## config.mk

```make
export PLATFORM = sky130hd
export DESIGN_NAME = spicc_top
export DESIGN_NICKNAME = d
export VERILOG_FILES = /design/src/core/spicc_pkg.sv /design/src/core/spicc_top.sv
export SDC_FILE = /design/constraint.sdc
export NUM_CORES = 1
export LEC_CHECK = 0
export ABC_AREA = 1
export BUFFER_PORTS_ARGS = -buffer_cell sky130_fd_sc_hd__buf_2
export CAP_MARGIN = 20
export CORE_MARGIN = 8
export CORE_UTILIZATION = 50
export DETAILED_ROUTE_END_ITERATION = 8
export GPL_TIMING_DRIVEN = 0
export PLACE_DENSITY = 0.86
export SETUP_SLACK_MARGIN = 0.4
export SYNTH_ARGS = -nofsm -noshare
export SYNTH_HDL_FRONTEND = slang
export SYNTH_SLANG_ARGS = --single-unit
```

## constraint.sdc

```tcl
create_clock -name i_mclk -period 2.29 [get_ports i_mclk]
set_input_delay 0.229 -clock i_mclk [delete_from_list [all_inputs] [get_ports i_mclk]]
set_output_delay 0.229 -clock i_mclk [all_outputs]
set_load 0.05 [all_outputs]
```

## src/core/spicc_pkg.sv

```systemverilog
// Register map, field positions and reset values of the serial port control block.
// Assumes a 32-bit Avalon-MM slave with one aligned word per register.
// Function
// - Whole main control register is ignored while the port runs in audio mode.
// - Line mode bit 15: zero two-line unidirectional, one single-line bidirectional.
// - Single-line mode: direction bit 14 zero receives only, one transmits only.
// - Checksum is computed only while checksum enable bit 13 is set.
// - Checksum-next bit 12 makes next transfer the checksum; DMA sends it itself.
// - Frame width bit 11: zero shifts 8-bit frames, one shifts 16-bit frames.
// - Two-line mode: receive-only bit 10 zero full-duplex, one receive only.
// - Select enable bit 9 picks pin or soft level; ignored in frame-format mode.
// - Soft select level bit 8 acts only with soft select, outside frame-format mode.
// - Bit order bit 7: zero MSB first, one LSB first; ignored in frame-format.
// - Port enable bit 6 zero keeps port disabled, one operates it.
// - Divider field bits 5:3 divides bus clock by 2 to 128; code 7 gives 128.
// - First port instance uses the second bus clock, others the first one.
// - Master select bit 2: zero slave, one master.
// - Idle clock level bit 1: zero idles low, one idles high.
// - Capture bit 0: first data on first transition if zero, second if one.
// - Interrupt while tx-empty enable and flag, or rx-full enable and flag.
// - Fault enable raises interrupt when any checksum, config, overrun, underrun flag sets.
// - Frame-format enable bit 4 selects synchronous frame-format variant.
// - Select pulse bit 3 enables chip-select pulse mode.
// - Chip-select pin is driven only while select output enable bit is set.
// - DMA enables request transfers on tx-empty or rx-not-empty.
package spicc_pkg;
  localparam logic [7:0] MAIN_OFS = 8'h00;
  localparam logic [7:0] AUX_OFS = 8'h04;
  localparam logic [7:0] STATE_OFS = 8'h08;
  localparam logic [15:0] MAIN_RESET = 16'h0000;
  localparam logic [7:0] AUX_RESET = 8'h00;
  // Main control fields
  localparam int ONE_LINE_MODE = 15;
  localparam int ONE_LINE_DIRECTION = 14;
  localparam int CHECKSUM_ENABLE = 13;
  localparam int CHECKSUM_NEXT = 12;
  localparam int FRAME_WIDTH_SEL = 11;
  localparam int RECEIVE_ONLY_SEL = 10;
  localparam int SOFT_SELECT_ENABLE = 9;
  localparam int SOFT_SELECT_LEVEL = 8;
  localparam int BIT_ORDER_SEL = 7;
  localparam int PORT_ENABLE = 6;
  localparam int DIVIDER_LSB = 3;
  localparam int MASTER_SELECT = 2;
  localparam int IDLE_CLOCK_LEVEL = 1;
  localparam int CAPTURE_EDGE_SEL = 0;
  // Auxiliary control fields
  localparam int TX_EMPTY_IRQ_ENABLE = 7;
  localparam int RX_FULL_IRQ_ENABLE = 6;
  localparam int FAULT_IRQ_ENABLE = 5;
  localparam int FRAME_FORMAT_MODE_ENABLE = 4;
  localparam int SELECT_PULSE_ENABLE = 3;
  localparam int SELECT_OUTPUT_ENABLE = 2;
  localparam int TX_DMA_ENABLE = 1;
  localparam int RX_DMA_ENABLE = 0;
  // Live state word fields
  localparam int ST_PIN_LEVEL = 0;
  localparam int ST_SELECT_LEVEL = 1;
  localparam int ST_CLOCK_RUN = 2;
  localparam int ST_IRQ = 3;
  localparam logic [2:0] DIVIDER_MAX_CODE = 3'h6;
endpackage : spicc_pkg

```

## src/core/spicc_top.sv

```systemverilog
// Serial port control block: control registers, decoded modes, bit clock divider,
// chip-select source, interrupt and DMA request gating.
// Assumes the shifter shares i_mclk; only the chip-select pin is asynchronous.
`timescale 1ns/1ps
module spicc_top #(
  parameter int PORT_INDEX = 0
) (
  input wire logic i_mclk,
  input wire logic i_srst,
  input wire logic [7:0] i_address,
  input wire logic i_read,
  input wire logic i_write,
  input wire logic [31:0] i_writedata,
  input wire logic [3:0] i_byteenable,
  output logic [31:0] o_readdata,
  output logic o_waitrequest,
  input wire logic i_audio_mode,
  input wire logic i_first_bus_tick,
  input wire logic i_second_bus_tick,
  input wire logic i_shift_busy,
  input wire logic i_chip_select_pin,
  input wire logic i_tx_empty_flag,
  input wire logic i_rx_full_flag,
  input wire logic i_checksum_fault_flag,
  input wire logic i_config_fault_flag,
  input wire logic i_rx_overrun_flag,
  input wire logic i_tx_underrun_flag,
  output logic o_one_line_mode,
  output logic o_tx_active,
  output logic o_rx_active,
  output logic o_checksum_enable,
  output logic o_checksum_next,
  output logic o_frame_16,
  output logic o_lsb_first,
  output logic o_port_enable,
  output logic o_master,
  output logic o_capture_second,
  output logic o_serial_clk,
  output logic o_select_level,
  output logic o_chip_select_out,
  output logic o_chip_select_oe,
  output logic o_select_pulse,
  output logic o_frame_format,
  output logic o_irq,
  output logic o_tx_dma_req,
  output logic o_rx_dma_req
);

  ////////////////////////////////////////////////////////////////////////////////
  // Helpers

  // Half period of the bit clock in bus ticks; code 7 repeats the code 6 divisor
  function automatic logic [6:0] half_ticks(input logic [2:0] code);
    logic [2:0] c;
    c = (code > spicc_pkg::DIVIDER_MAX_CODE) ? spicc_pkg::DIVIDER_MAX_CODE : code;
    half_ticks = 7'(7'h01 << c);
  endfunction : half_ticks

  logic [15:0] main_ctl;
  logic [7:0] aux_ctl;
  logic [15:0] eff_main;
  logic sel_s1;
  logic sel_s2;
  logic sel_s3;
  logic pin_level;
  logic bus_tick;
  logic clock_run;
  logic [6:0] tick_cnt;
  logic next_irq;
  logic [31:0] next_readdata;
  logic wr_take;
  logic [15:0] wmask;

  // Audio mode hides the whole main control word
  assign eff_main = i_audio_mode ? spicc_pkg::MAIN_RESET : main_ctl;
  // Prescaler source depends on which port instance this is
  assign bus_tick = (PORT_INDEX == 0) ? i_second_bus_tick : i_first_bus_tick;
  assign wr_take = i_write && !o_waitrequest;
  assign wmask = {{8{i_byteenable[1]}}, {8{i_byteenable[0]}}};

  ////////////////////////////////////////////////////////////////////////////////
  // Avalon slave: one wait cycle, then the answer

  always_ff @(posedge i_mclk) begin
    if (i_srst) begin
      o_waitrequest <= 1'b1;
    end else begin
      o_waitrequest <= !((i_read || i_write) && o_waitrequest);
    end
  end

  always_comb begin
    next_readdata = 32'h0000_0000;
    case (i_address)
      spicc_pkg::MAIN_OFS: next_readdata = {16'h0000, main_ctl};
      spicc_pkg::AUX_OFS: next_readdata = {24'h00_0000, aux_ctl};
      spicc_pkg::STATE_OFS: begin
        next_readdata[spicc_pkg::ST_PIN_LEVEL] = pin_level;
        next_readdata[spicc_pkg::ST_SELECT_LEVEL] = o_select_level;
        next_readdata[spicc_pkg::ST_CLOCK_RUN] = clock_run;
        next_readdata[spicc_pkg::ST_IRQ] = o_irq;
      end
      default: next_readdata = 32'h0000_0000;
    endcase
  end

  always_ff @(posedge i_mclk) begin
    if (i_srst) begin
      o_readdata <= 32'h0000_0000;
    end else if (i_read && o_waitrequest) begin
      o_readdata <= next_readdata;
    end
  end

  always_ff @(posedge i_mclk) begin
    if (i_srst) begin
      main_ctl <= spicc_pkg::MAIN_RESET;
    end else if (wr_take && i_address == spicc_pkg::MAIN_OFS) begin
      main_ctl <= (main_ctl & ~wmask) | (i_writedata[15:0] & wmask);
    end
  end

  always_ff @(posedge i_mclk) begin
    if (i_srst) begin
      aux_ctl <= spicc_pkg::AUX_RESET;
    end else if (wr_take && i_address == spicc_pkg::AUX_OFS && i_byteenable[0]) begin
      aux_ctl <= i_writedata[7:0];
    end
  end

  ////////////////////////////////////////////////////////////////////////////////
  // Chip-select pin: three stages, a change counts once stages two and three agree

  always_ff @(posedge i_mclk) begin
    if (i_srst) begin
      sel_s1 <= 1'b1;
      sel_s2 <= 1'b1;
      sel_s3 <= 1'b1;
      pin_level <= 1'b1;
    end else begin
      sel_s1 <= i_chip_select_pin;
      sel_s2 <= sel_s1;
      sel_s3 <= sel_s2;
      if (sel_s2 == sel_s3) begin
        pin_level <= sel_s3;
      end
    end
  end

  ////////////////////////////////////////////////////////////////////////////////
  // Decoded modes

  always_ff @(posedge i_mclk) begin
    if (i_srst) begin
      o_one_line_mode <= 1'b0;
      o_tx_active <= 1'b0;
      o_rx_active <= 1'b0;
    end else begin
      o_one_line_mode <= eff_main[spicc_pkg::ONE_LINE_MODE];
      if (eff_main[spicc_pkg::ONE_LINE_MODE]) begin
        // Single line carries one direction at a time
        o_tx_active <= eff_main[spicc_pkg::ONE_LINE_DIRECTION];
        o_rx_active <= !eff_main[spicc_pkg::ONE_LINE_DIRECTION];
      end else begin
        o_tx_active <= !eff_main[spicc_pkg::RECEIVE_ONLY_SEL];
        o_rx_active <= 1'b1;
      end
    end
  end

  always_ff @(posedge i_mclk) begin
    if (i_srst) begin
      o_checksum_enable <= 1'b0;
      o_checksum_next <= 1'b0;
    end else begin
      o_checksum_enable <= eff_main[spicc_pkg::CHECKSUM_ENABLE];
      // With transmit DMA the shifter appends the checksum itself, so the bit is masked
      o_checksum_next <= eff_main[spicc_pkg::CHECKSUM_ENABLE]
        && eff_main[spicc_pkg::CHECKSUM_NEXT]
        && !aux_ctl[spicc_pkg::TX_DMA_ENABLE];
    end
  end

  always_ff @(posedge i_mclk) begin
    if (i_srst) begin
      o_frame_16 <= 1'b0;
      o_lsb_first <= 1'b0;
      o_port_enable <= 1'b0;
      o_master <= 1'b0;
      o_capture_second <= 1'b0;
      o_frame_format <= 1'b0;
      o_select_pulse <= 1'b0;
    end else begin
      o_frame_16 <= eff_main[spicc_pkg::FRAME_WIDTH_SEL];
      // Frame-format variant is always MSB first
      o_lsb_first <= eff_main[spicc_pkg::BIT_ORDER_SEL]
        && !aux_ctl[spicc_pkg::FRAME_FORMAT_MODE_ENABLE];
      o_port_enable <= eff_main[spicc_pkg::PORT_ENABLE];
      o_master <= eff_main[spicc_pkg::MASTER_SELECT];
      o_capture_second <= eff_main[spicc_pkg::CAPTURE_EDGE_SEL];
      o_frame_format <= aux_ctl[spicc_pkg::FRAME_FORMAT_MODE_ENABLE];
      o_select_pulse <= aux_ctl[spicc_pkg::SELECT_PULSE_ENABLE];
    end
  end

  ////////////////////////////////////////////////////////////////////////////////
  // Chip-select source and pin drive

  always_ff @(posedge i_mclk) begin
    if (i_srst) begin
      o_select_level <= 1'b1;
    end else if (aux_ctl[spicc_pkg::FRAME_FORMAT_MODE_ENABLE]) begin
      o_select_level <= pin_level;
    end else if (eff_main[spicc_pkg::SOFT_SELECT_ENABLE]) begin
      o_select_level <= eff_main[spicc_pkg::SOFT_SELECT_LEVEL];
    end else begin
      o_select_level <= pin_level;
    end
  end

  always_ff @(posedge i_mclk) begin
    if (i_srst) begin
      o_chip_select_oe <= 1'b0;
      o_chip_select_out <= 1'b1;
    end else begin
      o_chip_select_oe <= aux_ctl[spicc_pkg::SELECT_OUTPUT_ENABLE];
      // Select is asserted low while an enabled master owns the bus
      o_chip_select_out <= !(eff_main[spicc_pkg::MASTER_SELECT]
        && eff_main[spicc_pkg::PORT_ENABLE]);
    end
  end

  ////////////////////////////////////////////////////////////////////////////////
  // Master bit clock: toggles every half period counted in bus ticks

  always_ff @(posedge i_mclk) begin
    if (i_srst) begin
      clock_run <= 1'b0;
    end else begin
      clock_run <= eff_main[spicc_pkg::MASTER_SELECT] && eff_main[spicc_pkg::PORT_ENABLE]
        && i_shift_busy;
    end
  end

  always_ff @(posedge i_mclk) begin
    if (i_srst) begin
      tick_cnt <= 7'h00;
      o_serial_clk <= 1'b0;
    end else if (!clock_run) begin
      // Idle level is reapplied whenever the clock stops, so a polarity change is safe
      tick_cnt <= 7'h00;
      o_serial_clk <= eff_main[spicc_pkg::IDLE_CLOCK_LEVEL];
    end else if (bus_tick) begin
      if (tick_cnt + 7'h01 >= half_ticks(eff_main[spicc_pkg::DIVIDER_LSB +: 3])) begin
        tick_cnt <= 7'h00;
        o_serial_clk <= !o_serial_clk;
      end else begin
        tick_cnt <= 7'(tick_cnt + 7'h01);
      end
    end
  end

  ////////////////////////////////////////////////////////////////////////////////
  // Interrupt and DMA requests

  always_comb begin
    next_irq = (aux_ctl[spicc_pkg::TX_EMPTY_IRQ_ENABLE] && i_tx_empty_flag)
      || (aux_ctl[spicc_pkg::RX_FULL_IRQ_ENABLE] && i_rx_full_flag);
    if (aux_ctl[spicc_pkg::FAULT_IRQ_ENABLE] && (i_checksum_fault_flag
        || i_config_fault_flag || i_rx_overrun_flag || i_tx_underrun_flag)) begin
      next_irq = 1'b1;
    end
  end

  always_ff @(posedge i_mclk) begin
    if (i_srst) begin
      o_irq <= 1'b0;
      o_tx_dma_req <= 1'b0;
      o_rx_dma_req <= 1'b0;
    end else begin
      o_irq <= next_irq;
      o_tx_dma_req <= aux_ctl[spicc_pkg::TX_DMA_ENABLE] && i_tx_empty_flag;
      o_rx_dma_req <= aux_ctl[spicc_pkg::RX_DMA_ENABLE] && i_rx_full_flag;
    end
  end
endmodule : spicc_top

```

After elaboration in Yosys (flattened, before gate mapping)
Index checks and enable logic that the tools add are counted.
- reductions and logical operators: 33
- add/sub/neg operators: 1
- mux-type cells: 13
- bitwise logic cells: 5
- shifts and indexed selects: 1
- magnitude comparators: 2
- equality and inequality tests: 5
- operators by type and width (cell ; count):
    16-bit AND ; 2
    12-bit case mux with 2 select lines ; 1
    1-bit logical AND ; 16
    16-bit two-way mux ; 1
    16-bit NOT ; 1
    16-bit OR ; 1
    4-bit case mux with 3 select lines ; 1
    8-bit by 3-bit == test with 1-bit output, second input constant ; 1
    8-bit by 4-bit == test with 1-bit output, second input constant ; 1
    1-bit zero test ; 8
    8-bit zero test ; 1
    1-bit two-way mux ; 8
    7-bit by 1-bit adder with 7-bit output, second input constant ; 1
    7-bit greater-or-equal comparator ; 1
    7-bit two-way mux ; 1
    1-bit by 3-bit left shift with 7-bit output, first input constant ; 1
    1-bit logical OR ; 5
    2-bit OR reduction ; 2
    3-bit greater-than comparator, second input constant ; 1
    3-bit two-way mux ; 1
    2-bit by 1-bit != test with 1-bit output, second input constant ; 1
    2-bit != test, second input constant ; 1
    2-bit AND reduction ; 1
    1-bit == test ; 1
    1-bit NOT ; 1
- word-level logic and storage cells: 89
- output and inout bits: 52
- register bits after elaboration: 88
- bits of input ports: 59

Longest topological paths before layout
Gate-level depths: netlist (run 1).
- word-level depth: 8
- mapped depth: 15
- gate-level depth less buffers: 15

Least setup slack after synthesis (run 1)
OpenSTA, ideal clock, no wires.
- kind: reg-to-reg
- from: reg tick_cnt[0]
- to: reg tick_cnt[2]
- setup time: 0.078 ns
- data arrival time: 1.839 ns
- stages on the path, launching flop included: 15
- path buffers: 0
- required time: 2.212 ns
- slack: 0.373 ns
- period minus slack after synthesis: 1.917 ns
- path through: dfxtp_1 -> ha_1 -> nand3_1 -> nor2_1 -> nand2_1 -> nand2_1 -> nand2_1 -> ha_1 -> nand2_1 -> inv_1 -> a21oi_1 -> nand2_1 -> nand2_1 -> nand2_1 -> nor3_1
- cells in the longest elaborated chain, start to end: 3
- RTL lines (item ; line ; RTL):
    from (decl) ; spicc_top.sv:68 ; logic [6:0] tick_cnt;
    from (signal assigned) ; spicc_top.sv:258 ; tick_cnt <= 7'(tick_cnt + 7'h01);
    7-bit by 1-bit adder with 7-bit output (*) ; spicc_top.sv:254, spicc_top.sv:258 ;
    7-bit greater-or-equal comparator ; spicc_top.sv:254 ; if (tick_cnt + 7'h01 >= half_ticks(eff_main[spicc_pkg::DIVIDER_LSB +: 3])) begin
    7-bit two-way mux (*) ; spicc_top.sv:254 ;
Every way passes the cells marked *; elsewhere a longest branch is shown, timed or not.
A chain may end at the register's enable or synchronous reset.

Worst setup path after layout (run 1)
- from: reg tick_cnt[1]
- to: reg tick_cnt[1]
The elaborated chain is that of the path after synthesis.

==> impl_metrics.tcl, run 1 <==
set metrics [dict create \
    synth_seq_area_share 0.446 \
    gp_congestion 0.895 \
    synthTopCellsByCount "72 x dfxtp_1, 64 x nand2_1, 48 x inv_1" \
    num_vias 3067 \
    synth_area_sq_mm 0.00323 \
    yosys.area.top_type "dfxtp_1" \
    initialDrtViolationCount 185 \
    cts.htree.levels 3 \
    synth-edff-count 0 \
    synth_seq_cells 72 \
    numPortBuffers 75 \
    pwr_density_cell_mw_per_mm2 692 \
    crit_type "reg2reg" \
    dieArea_sq_mm 0.00929 \
    antenna_found_initial 0 \
    cp_max_fo 3 \
    yosys.cell_types.count 36 \
    p_int_mw 2.19 \
    wl_microns 8860 \
    dp_hpwl_microns 6510 \
    setup.worst_path.start_class "register" \
    rsz0062_at_grt "yes" \
    post-synth-top-count-cell "dfxtp_1" \
    max_freq_mhz 528 \
    die_width_microns 96.4 \
    drt_pass1_iterations 4 \
    clkTransAtPathRegs_ns 0.08 \
    arrival_ns 2.17 \
    ant_nets 0 \
    fillers 494 \
    p_leak_nw 1.93 \
    tns_ns 0 \
    placed_area_sq_mm 0.00376 \
    area_delta_synth_final_pct 30.7 \
    grt_pass1_vias 2957 \
    drc 0 \
    clkPwrFrac 0.455 \
    cts_tree "built" \
    fin_crit_ns 1.89 \
    ir_drop_mv 0.439 \
    start_util 0.511 \
    cp-end-kind "register" \
    design_area_sq_mm 0.00422 \
    coreArea_sq_mm 0.00631 \
    numCtsBuffers 9 \
    setup_viol 0 \
    synth.avg_cell_area_sq_um 7.74 \
    via_per_inst 5.09 \
    status "finished, final reports clean" \
    ctsLongestPathBuffers 2 \
    die_y_microns 96.4 \
    power.switching_uw 728 \
    grtUsageTotal 0.191 \
    post-route-period-util 0.827 \
    grt_max_degree 14 \
    register_area_sq_mm 0.00146 \
    cts_sinks 72 \
    rows 29 \
    finClkSkew_ns 0.0118 \
    cts_root_buffer "clkbuf_8" \
    slew_viol_final 0 \
    p_seq_frac 0.437 \
    multi_input_area_sq_mm 0.00160 \
    synthFlopType "dfxtp_1" \
    drive_gt1_frac 0.354 \
    grt_overflow 0 \
    clkLatencyLatePin_ns 0.36 \
    diodes 0 \
    nets 588 \
    hold_violations 0 \
    wl_per_cell_microns 14.7 \
    cp.required_ns 2.56 \
    yosysWarnings 0 \
    maxCapViolCount 0 \
    power_switching_share 0.249 \
    holdBufCountCts 0 \
    pwr-share-comb 0.107 \
    io_pins 111 \
    hold_path_class "in2reg" \
    synth_cells 417 \
    synth.area.top_cells "dfxtp_1 45%, nand2_1 7.4%, o21ai_0 5.6%" \
    netlist.area_leader.share 0.446 \
    grt_pass1_wl_microns 13600 \
    async_flop_share 0 \
]
[layout make-up]
type	instances	area share
multi-input cells	281	0.378
inverters	50	0.0451
flip-flops and latches	72	0.345
plain buffers	29	0.0519
repair buffers	78	0.0943
well taps	77	0.0228
clock buffers	9	0.0294
clock inverters	7	0.0338
[kinds of logic after synthesis]
group                      Yosys count  share of synthesized area
xor gates and xnor gates             3                    0.00814
buffers and inverters               79                      0.127
AOI/OAI and AO/OA                   92                      0.159
adders and majority gates            8                     0.0310
DFF                                 72                      0.446
other                                1                    0.00116
and+or+nand+nor                    162                      0.227
[metrics by stage]
step                worst slack, ns  power [mW]  cells  hold WS (ns)   util
floorplan                     0.418        1.53    432         0.333      -
CTS                           0.355        2.93    603        0.0539  0.652
finish                        0.397        2.92    603        0.0559  0.668
global placement              0.212        1.61    584         0.396  0.596
detailed placement            0.132        1.62    584         0.407  0.596
global route                  0.310        3.01    603        0.0634  0.668
[cells in the final DEF (no fill, tap or decap), drive strengths merged]
cell,instances
bufinv,4
dfxtp,72
inv,51
o211ai,1
a21oi,40
a21o,1
nand4,2
xor2,3
nand3,19
nor4,1
a31o,1
clkbuf,14
o31ai,2
buf,102
conb,16
nand3b,2
nor2,52
or2,4
nor3,3
a31oi,2
nand2,78
o21ai,45
ha,8
nor3b,1
clkinv,2
[final timing paths]
| check | cells after the start | slack [ns] | startpoint | endpoint |
|---|---|---|---|---|
| max | 13 | 0.40 | tick_cnt[1] | tick_cnt[1] |
| min | 2 | 0.06 | i_chip_select_pin | sel_s1 |
| max reg2reg | 13 | 0.40 | tick_cnt[1] | tick_cnt[1] |
| min reg2reg | 1 | 0.41 | sel_s1 | sel_s2 |
[timing repair]
action                                  in CTS  in global routing
buffers inserted                             3                  0
endpoints found under the setup margin       8                  8
pin swaps                                    8                  9
gates resized for setup                     15                 22
[layer usage]
metal | share of wire | up-vias | track usage
met1 | 0.41 | 1420 | 0.214
met2 | 0.51 | 109 | 0.333
met4 | 0.028 | 0 | 0.0971
li1 | - | 1516 | -
met3 | 0.060 | 22 | 0.0406
met5 | 0 | - | 0
[power by group through the flow]
| stage | Clock [mW] | Sequential, mW | Combinational [mW] |
|---|---|---|---|
| after floorplan | 0 | 1.37 | 0.163 |
| after detailed placement | 0 | 1.31 | 0.308 |
| after global routing | 1.40 | 1.28 | 0.334 |
| after CTS | 1.34 | 1.28 | 0.310 |
| final | 1.33 | 1.28 | 0.313 |
| after global placement | 0 | 1.31 | 0.302 |
[worst max-delay path: stages, from the launching register on]
cell	delay (ns)
dfxtp_4	0.38
ha_4	0.15
nand3_4	0.10
nor2_4	0.10
nand2_1	0.06
nand2_1	0.07
nand2_2	0.07
ha_4	0.23
nand2_4	0.07
inv_2	0.04
a21oi_2	0.16
nand2_2	0.10
nand2_4	0.09
nor3b_2	0.18
(Power assumes the default switching activity.)
==> run 2, diff against run 1 <==
--- a/config.mk
+++ b/config.mk
@@ -9,10 +9,10 @@
 export BUFFER_PORTS_ARGS = -buffer_cell sky130_fd_sc_hd__buf_2
 export CAP_MARGIN = 20
 export CORE_MARGIN = 8
-export CORE_UTILIZATION = 50
+export CORE_UTILIZATION = 45
 export DETAILED_ROUTE_END_ITERATION = 8
 export GPL_TIMING_DRIVEN = 0
-export PLACE_DENSITY = 0.86
+export PLACE_DENSITY = 0.82
 export SETUP_SLACK_MARGIN = 0.4
 export SYNTH_ARGS = -nofsm -noshare
 export SYNTH_HDL_FRONTEND = slang
==> constraint.sdc (replaced) <==
create_clock -name i_mclk -period 1.6 [get_ports i_mclk]
set_input_delay 0.16 -clock i_mclk [delete_from_list [all_inputs] [get_ports i_mclk]]
set_output_delay 0.16 -clock i_mclk [all_outputs]
set_load 0.05 [all_outputs]
==> run 2 against run 1 <==
Effect of this change: the run now ends with negative setup slack left; clock-buffer cell count stayed put; critical path depth stayed put; critical endpoint is now tick_cnt[2]; combinational power is 55% higher; final area is 3.7% higher; sequential cell count stayed put; worst hold slack worse by 0.053 ns.
==> impl_metrics.tcl, run 2 (same netlist as run 1, synthesis figures left out) <==
set metrics [dict create \
    area_delta_synth_final_pct 35.5 \
    grt_pass1_wl_microns 14300 \
    crit_type "reg2reg" \
    cp_cell_sequence "inv_1 -> nor2_2 -> nand2_1 -> nand2_1 -> nand2_1 -> ha_1 -> nand2_4 -> inv_4 -> a21oi_4 -> nand2_4 -> nand2_4 -> nand2_4 -> nor3_2" \
    rsz0062_at_grt "yes" \
    gp_congestion 0.910 \
    fin_ws_ns -0.390 \
    critPathBufInv 2 \
    cp_max_fo 4 \
    min_from "i_chip_select_pin" \
    clkLatencyLatePin_ns 0.36 \
    via_per_inst 4.97 \
    dieArea_sq_mm 0.0101 \
    numPortBuffers 75 \
    rows 31 \
    r2r_start "tick_cnt[3]" \
    tightestPinTransition_ns 0.697 \
    placed_cells 606 \
    slowest_stage "dfxtp_1" \
    status "finished, violations left" \
    die_y_microns 101 \
    clkTransAtPathRegs_ns 0.08 \
    max_freq_mhz 502 \
    hold_violations 0 \
    slew_viol_final 0 \
    initialDrtViolationCount 220 \
    finClkSkew_ns 0.0144 \
    grt_max_degree 14 \
    register_area_sq_mm 0.00145 \
    multi_input_area_sq_mm 0.00170 \
    final_common_cell "buf_2" \
    cts_root_buffer "clkbuf_8" \
    numCtsBuffers 9 \
    cts_sinks 72 \
    cp-end-kind "register" \
    cts_tree "built" \
    setup.worst_path.start_class "register" \
    start_util 0.455 \
    wl_per_cell_microns 15.1 \
    cp.required_ns 1.88 \
    maxCapViolCount 0 \
    cp-startpoint "tick_cnt[3]" \
    crit_top_cell "nand2_4" \
    ctsLongestPathBuffers 2 \
    cts.htree.levels 3 \
    wl_microns 9490 \
    holdWs_ns 0.00305 \
    tns_ns -2.58 \
    power_mw 3.61 \
    ir_drop_mv 0.512 \
    drive_gt1_frac 0.396 \
    nets 592 \
    violations "negative setup slack" \
    num_vias 3126 \
    fillers 605 \
    io_pins 111 \
    setup_viol 8 \
    pwr_density_cell_mw_per_mm2 824 \
    grt_pass1_vias 3113 \
    die_width_microns 101 \
    dp_hpwl_microns 6600 \
    place_ws_ns -0.381 \
    ant_nets 0 \
    holdBufCountCts 0 \
    critical-path-max-stage-delay_ns 0.44 \
    p_leak_nw 2.02 \
    stdcell_count 629 \
    slew-limit-headroom 0.535 \
    arrival_ns 2.27 \
    antenna_found_initial 0 \
    layout_common_cells "75 x buf_2, 68 x dfxtp_1, 54 x nand2_1" \
    grt_overflow 0 \
    hold_path_class "in2reg" \
    drt_pass1_iterations 6 \
    fin_crit_ns 1.99 \
    coreArea_sq_mm 0.00710 \
    crit_family "simple AND/OR/NAND/NOR gates" \
    grtUsageTotal 0.176 \
    post-route-period-util 1.24 \
    drc 0 \
    diodes 0 \
]
run 2: area by class of cell:
cell class / instances / area share
multi-input cells: 281 / 0.389
clock buffers: 9 / 0.0283
repair buffers: 82 / 0.110
plain buffers: 29 / 0.0566
inverters: 50 / 0.0446
well taps: 99 / 0.0283
clock inverters: 7 / 0.0106
flip-flops and latches: 72 / 0.332
run 2: worst register-to-register path: cells and delay by family (launching register included):
| kind | cells | cell delay, ns |
|---|---|---|
| DFF | 1 | 0.44 |
| adders and majority gates | 1 | 0.36 |
| and+or+nand+nor | 9 | 0.82 |
| AOI/OAI and AO/OA | 1 | 0.18 |
| buffers and inverters | 2 | 0.12 |
run 2: report_power, final:
part	leakage (nW)	total, mW	switching (mW)	internal (mW)
clock network	0.0897	1.29	0.727	0.563
registers	0.586	1.83	0.0177	1.82
logic	1.34	0.485	0.345	0.140
run 2: worst paths after layout:
path / end / slack (ns) / cells after the start
max reg2reg: tick_cnt[2] / -0.39 / 13
max: tick_cnt[2] / -0.39 / 13
min reg2reg: sel_s2 / 0.42 / 1
min: sel_s1 / 0.003 / 2
run 2: per-stage QoR:
step                      area [sq um]   util
after floorplan                   3330      -
after global placement            3830  0.539
after detailed placement          3830  0.539
after CTS                         4080  0.575
after global routing              4380  0.616
final                             4380  0.616
run 2: timing repair:
action,4_1_cts,5_1_grt
buffers inserted,2,2
gates resized for setup,16,63
endpoints found under the setup margin,28,36
pin swaps,4,22
cloned,0,3
run 2: per-layer routing:
metal / part of all wire / wire length, microns / global-route usage / vias up
met3: 0.071 / 671 / 0.0442 / 18
met4: 0.019 / 180 / 0.0895 / 0
met1: 0.39 / 3670 / 0.195 / 1458
met2: 0.52 / 4970 / 0.303 / 122
li1: - / - / - / 1528
met5: 0 / 0 / 0 / -
==> run 3, diff against run 2 <==
--- a/config.mk
+++ b/config.mk
@@ -10,10 +10,11 @@
 export CAP_MARGIN = 20
 export CORE_MARGIN = 8
 export CORE_UTILIZATION = 45
+export CTS_CLUSTER_DIAMETER = 30
 export DETAILED_ROUTE_END_ITERATION = 8
 export GPL_TIMING_DRIVEN = 0
 export PLACE_DENSITY = 0.82
-export SETUP_SLACK_MARGIN = 0.4
+export SETUP_SLACK_MARGIN = 0.5
 export SYNTH_ARGS = -nofsm -noshare
 export SYNTH_HDL_FRONTEND = slang
 export SYNTH_SLANG_ARGS = --single-unit
==> run 3 against run 2 <==
Effect of this change: the run still ends with negative setup slack left; clock skew down 0.0040 ns; utilization grew 5.7 points; routed wire length is 12% higher; sequential cell count unchanged; register-to-register slack improved by 0.11 ns; via count up 6.5%; final area grew 9.2%; die area stayed put; largest power group unchanged.
==> impl_metrics.tcl, run 3 (same netlist as run 1, synthesis figures left out) <==
set metrics [dict create \
    layout_common_cells "64 x dfxtp_1, 55 x nand2_1, 46 x buf_4" \
    arrival_ns 2.14 \
    final_common_cell "dfxtp_1" \
    cp-end-kind "register" \
    coreArea_sq_mm 0.00710 \
    violations "negative setup slack" \
    dieArea_sq_mm 0.0101 \
    area_delta_synth_final_pct 48.0 \
    hold_path_class "in2reg" \
    placed_area_sq_mm 0.00385 \
    drt_pass1_iterations 4 \
    stdcell_count 642 \
    drive_gt1_frac 0.470 \
    via_per_inst 5.19 \
    grt_pass1_wl_microns 15000 \
    grt_overflow 0 \
    start_util 0.455 \
    numPortBuffers 75 \
    status "finished, violations left" \
    numCtsBuffers 9 \
    num_vias 3329 \
    grtUsageTotal 0.190 \
    placed_cells 606 \
    cts.htree.levels 3 \
    cp_max_fo 3 \
    initialDrtViolationCount 204 \
    rsz0062_at_grt "yes" \
    p_leak_nw 2.13 \
    cts_sinks 72 \
    nets 605 \
    setup_viol 8 \
    fin_ws_ns -0.282 \
    rows 31 \
    antenna_found_initial 0 \
    design_area_sq_mm 0.00478 \
    hold_violations 0 \
    dp_hpwl_microns 6660 \
    maxCapViolCount 0 \
    cts_root_buffer "clkbuf_8" \
    ir_drop_mv 0.593 \
    pwr_density_cell_mw_per_mm2 803 \
    grt_pass1_vias 3261 \
    setup.worst_path.start_class "register" \
    post-route-period-util 1.18 \
    fin_crit_ns 1.88 \
    finClkSkew_ns 0.0104 \
    gp_congestion 0.913 \
    clkTransAtPathRegs_ns 0.08 \
    grt_max_degree 14 \
    wl_microns 10600 \
    crit_type "reg2reg" \
    diodes 0 \
    cts_tree "built" \
    max_freq_mhz 531 \
    io_pins 111 \
    wl_per_cell_microns 16.5 \
    die_width_microns 101 \
    ant_nets 0 \
    clkLatencyLatePin_ns 0.36 \
    cp.required_ns 1.85 \
    ctsLongestPathBuffers 2 \
    slew_viol_final 0 \
    die_y_microns 101 \
    drc 0 \
]
## run 3: cell types whose count changed in the layout (fill, tap and decap cells not counted), sizes merged
| cell | previous run | this run |
|---|---|---|
| clkinv | 4 | 3 |
| clkbuf | 17 | 27 |
| dlygate4sd3 | 0 | 1 |
| clkinvlp | 1 | 0 |
| buf | 103 | 107 |
## run 3: path summary, 6_finish.rpt
kind	from	to	slack, ns	cells past startpoint
max	tick_cnt[1]	o_serial_clk	-0.28	15
min	i_write	o_waitrequest	0.03	2
max reg2reg	tick_cnt[1]	o_serial_clk	-0.28	15
min reg2reg	sel_s1	sel_s2	0.42	1
## run 3: per-stage QoR
| stage | utilization | hold WS (ns) | total power [mW] | setup WS, ns | setup TNS (ns) |
|---|---|---|---|---|---|
| 6_report | 0.673 | 0.0303 | 3.84 | -0.282 | -2.00 |
| 5_1_grt | 0.673 | 0.0255 | 3.97 | -0.405 | -2.97 |
| 4_1_cts | 0.615 | 0.0197 | 3.72 | -0.269 | -1.76 |
| 3_5_place_dp | 0.542 | 0.353 | 2.32 | -0.367 | -2.58 |
| 3_3_place_gp | 0.542 | 0.346 | 2.32 | -0.321 | -2.19 |
| 2_1_floorplan | - | 0.264 | 2.20 | -0.178 | -1.18 |
## run 3: cell type report
| class | count | area [sq um] |
|---|---|---|
| multi-input combinational | 281 | 1820 |
| sequential | 72 | 1460 |
| inverter | 50 | 203 |
| clock buffer | 11 | 151 |
| clock inverter | 5 | 37.5 |
| tap | 99 | 124 |
| timing repair buffer | 95 | 723 |
| buffer | 29 | 256 |
| fill | 496 | 2320 |
## run 3: routing by layer
layer | share of wire | track usage
met5 | 0 | 0
met4 | 0.046 | 0.0965
met3 | 0.061 | 0.0559
met2 | 0.52 | 0.343
met1 | 0.37 | 0.193
## run 3: what timing repair did
item                                   4_1_cts  5_1_grt
hold buffers                                 1        0
setup endpoints to repair                   68       61
pin swaps                                   20       28
buffers inserted                             7        7
resized for setup                           88       88
cloned                                       3        2
endpoints found under the hold margin        1        0
## run 3: critical path, cell delays in order (launching register included)
cell and delay (ns):
dfxtp_4 0.37, ha_4 0.15, nand3_4 0.08, nor2_4 0.11, nand2_1 0.05, nand2_1 0.07, nand2_2 0.07, ha_4 0.26
nand2_2 0.06, nand2_2 0.05, a21oi_2 0.14, nand2_2 0.09, nand2_4 0.10, nand2_2 0.05, nand2_1 0.06, nor2_1 0.05
## run 3: power by group
part / internal [mW] / switching, mW / leakage, nW
combinational: 0.220 / 0.386 / 1.44
clock: 0.659 / 0.735 / 0.101
sequential: 1.81 / 0.0241 / 0.588
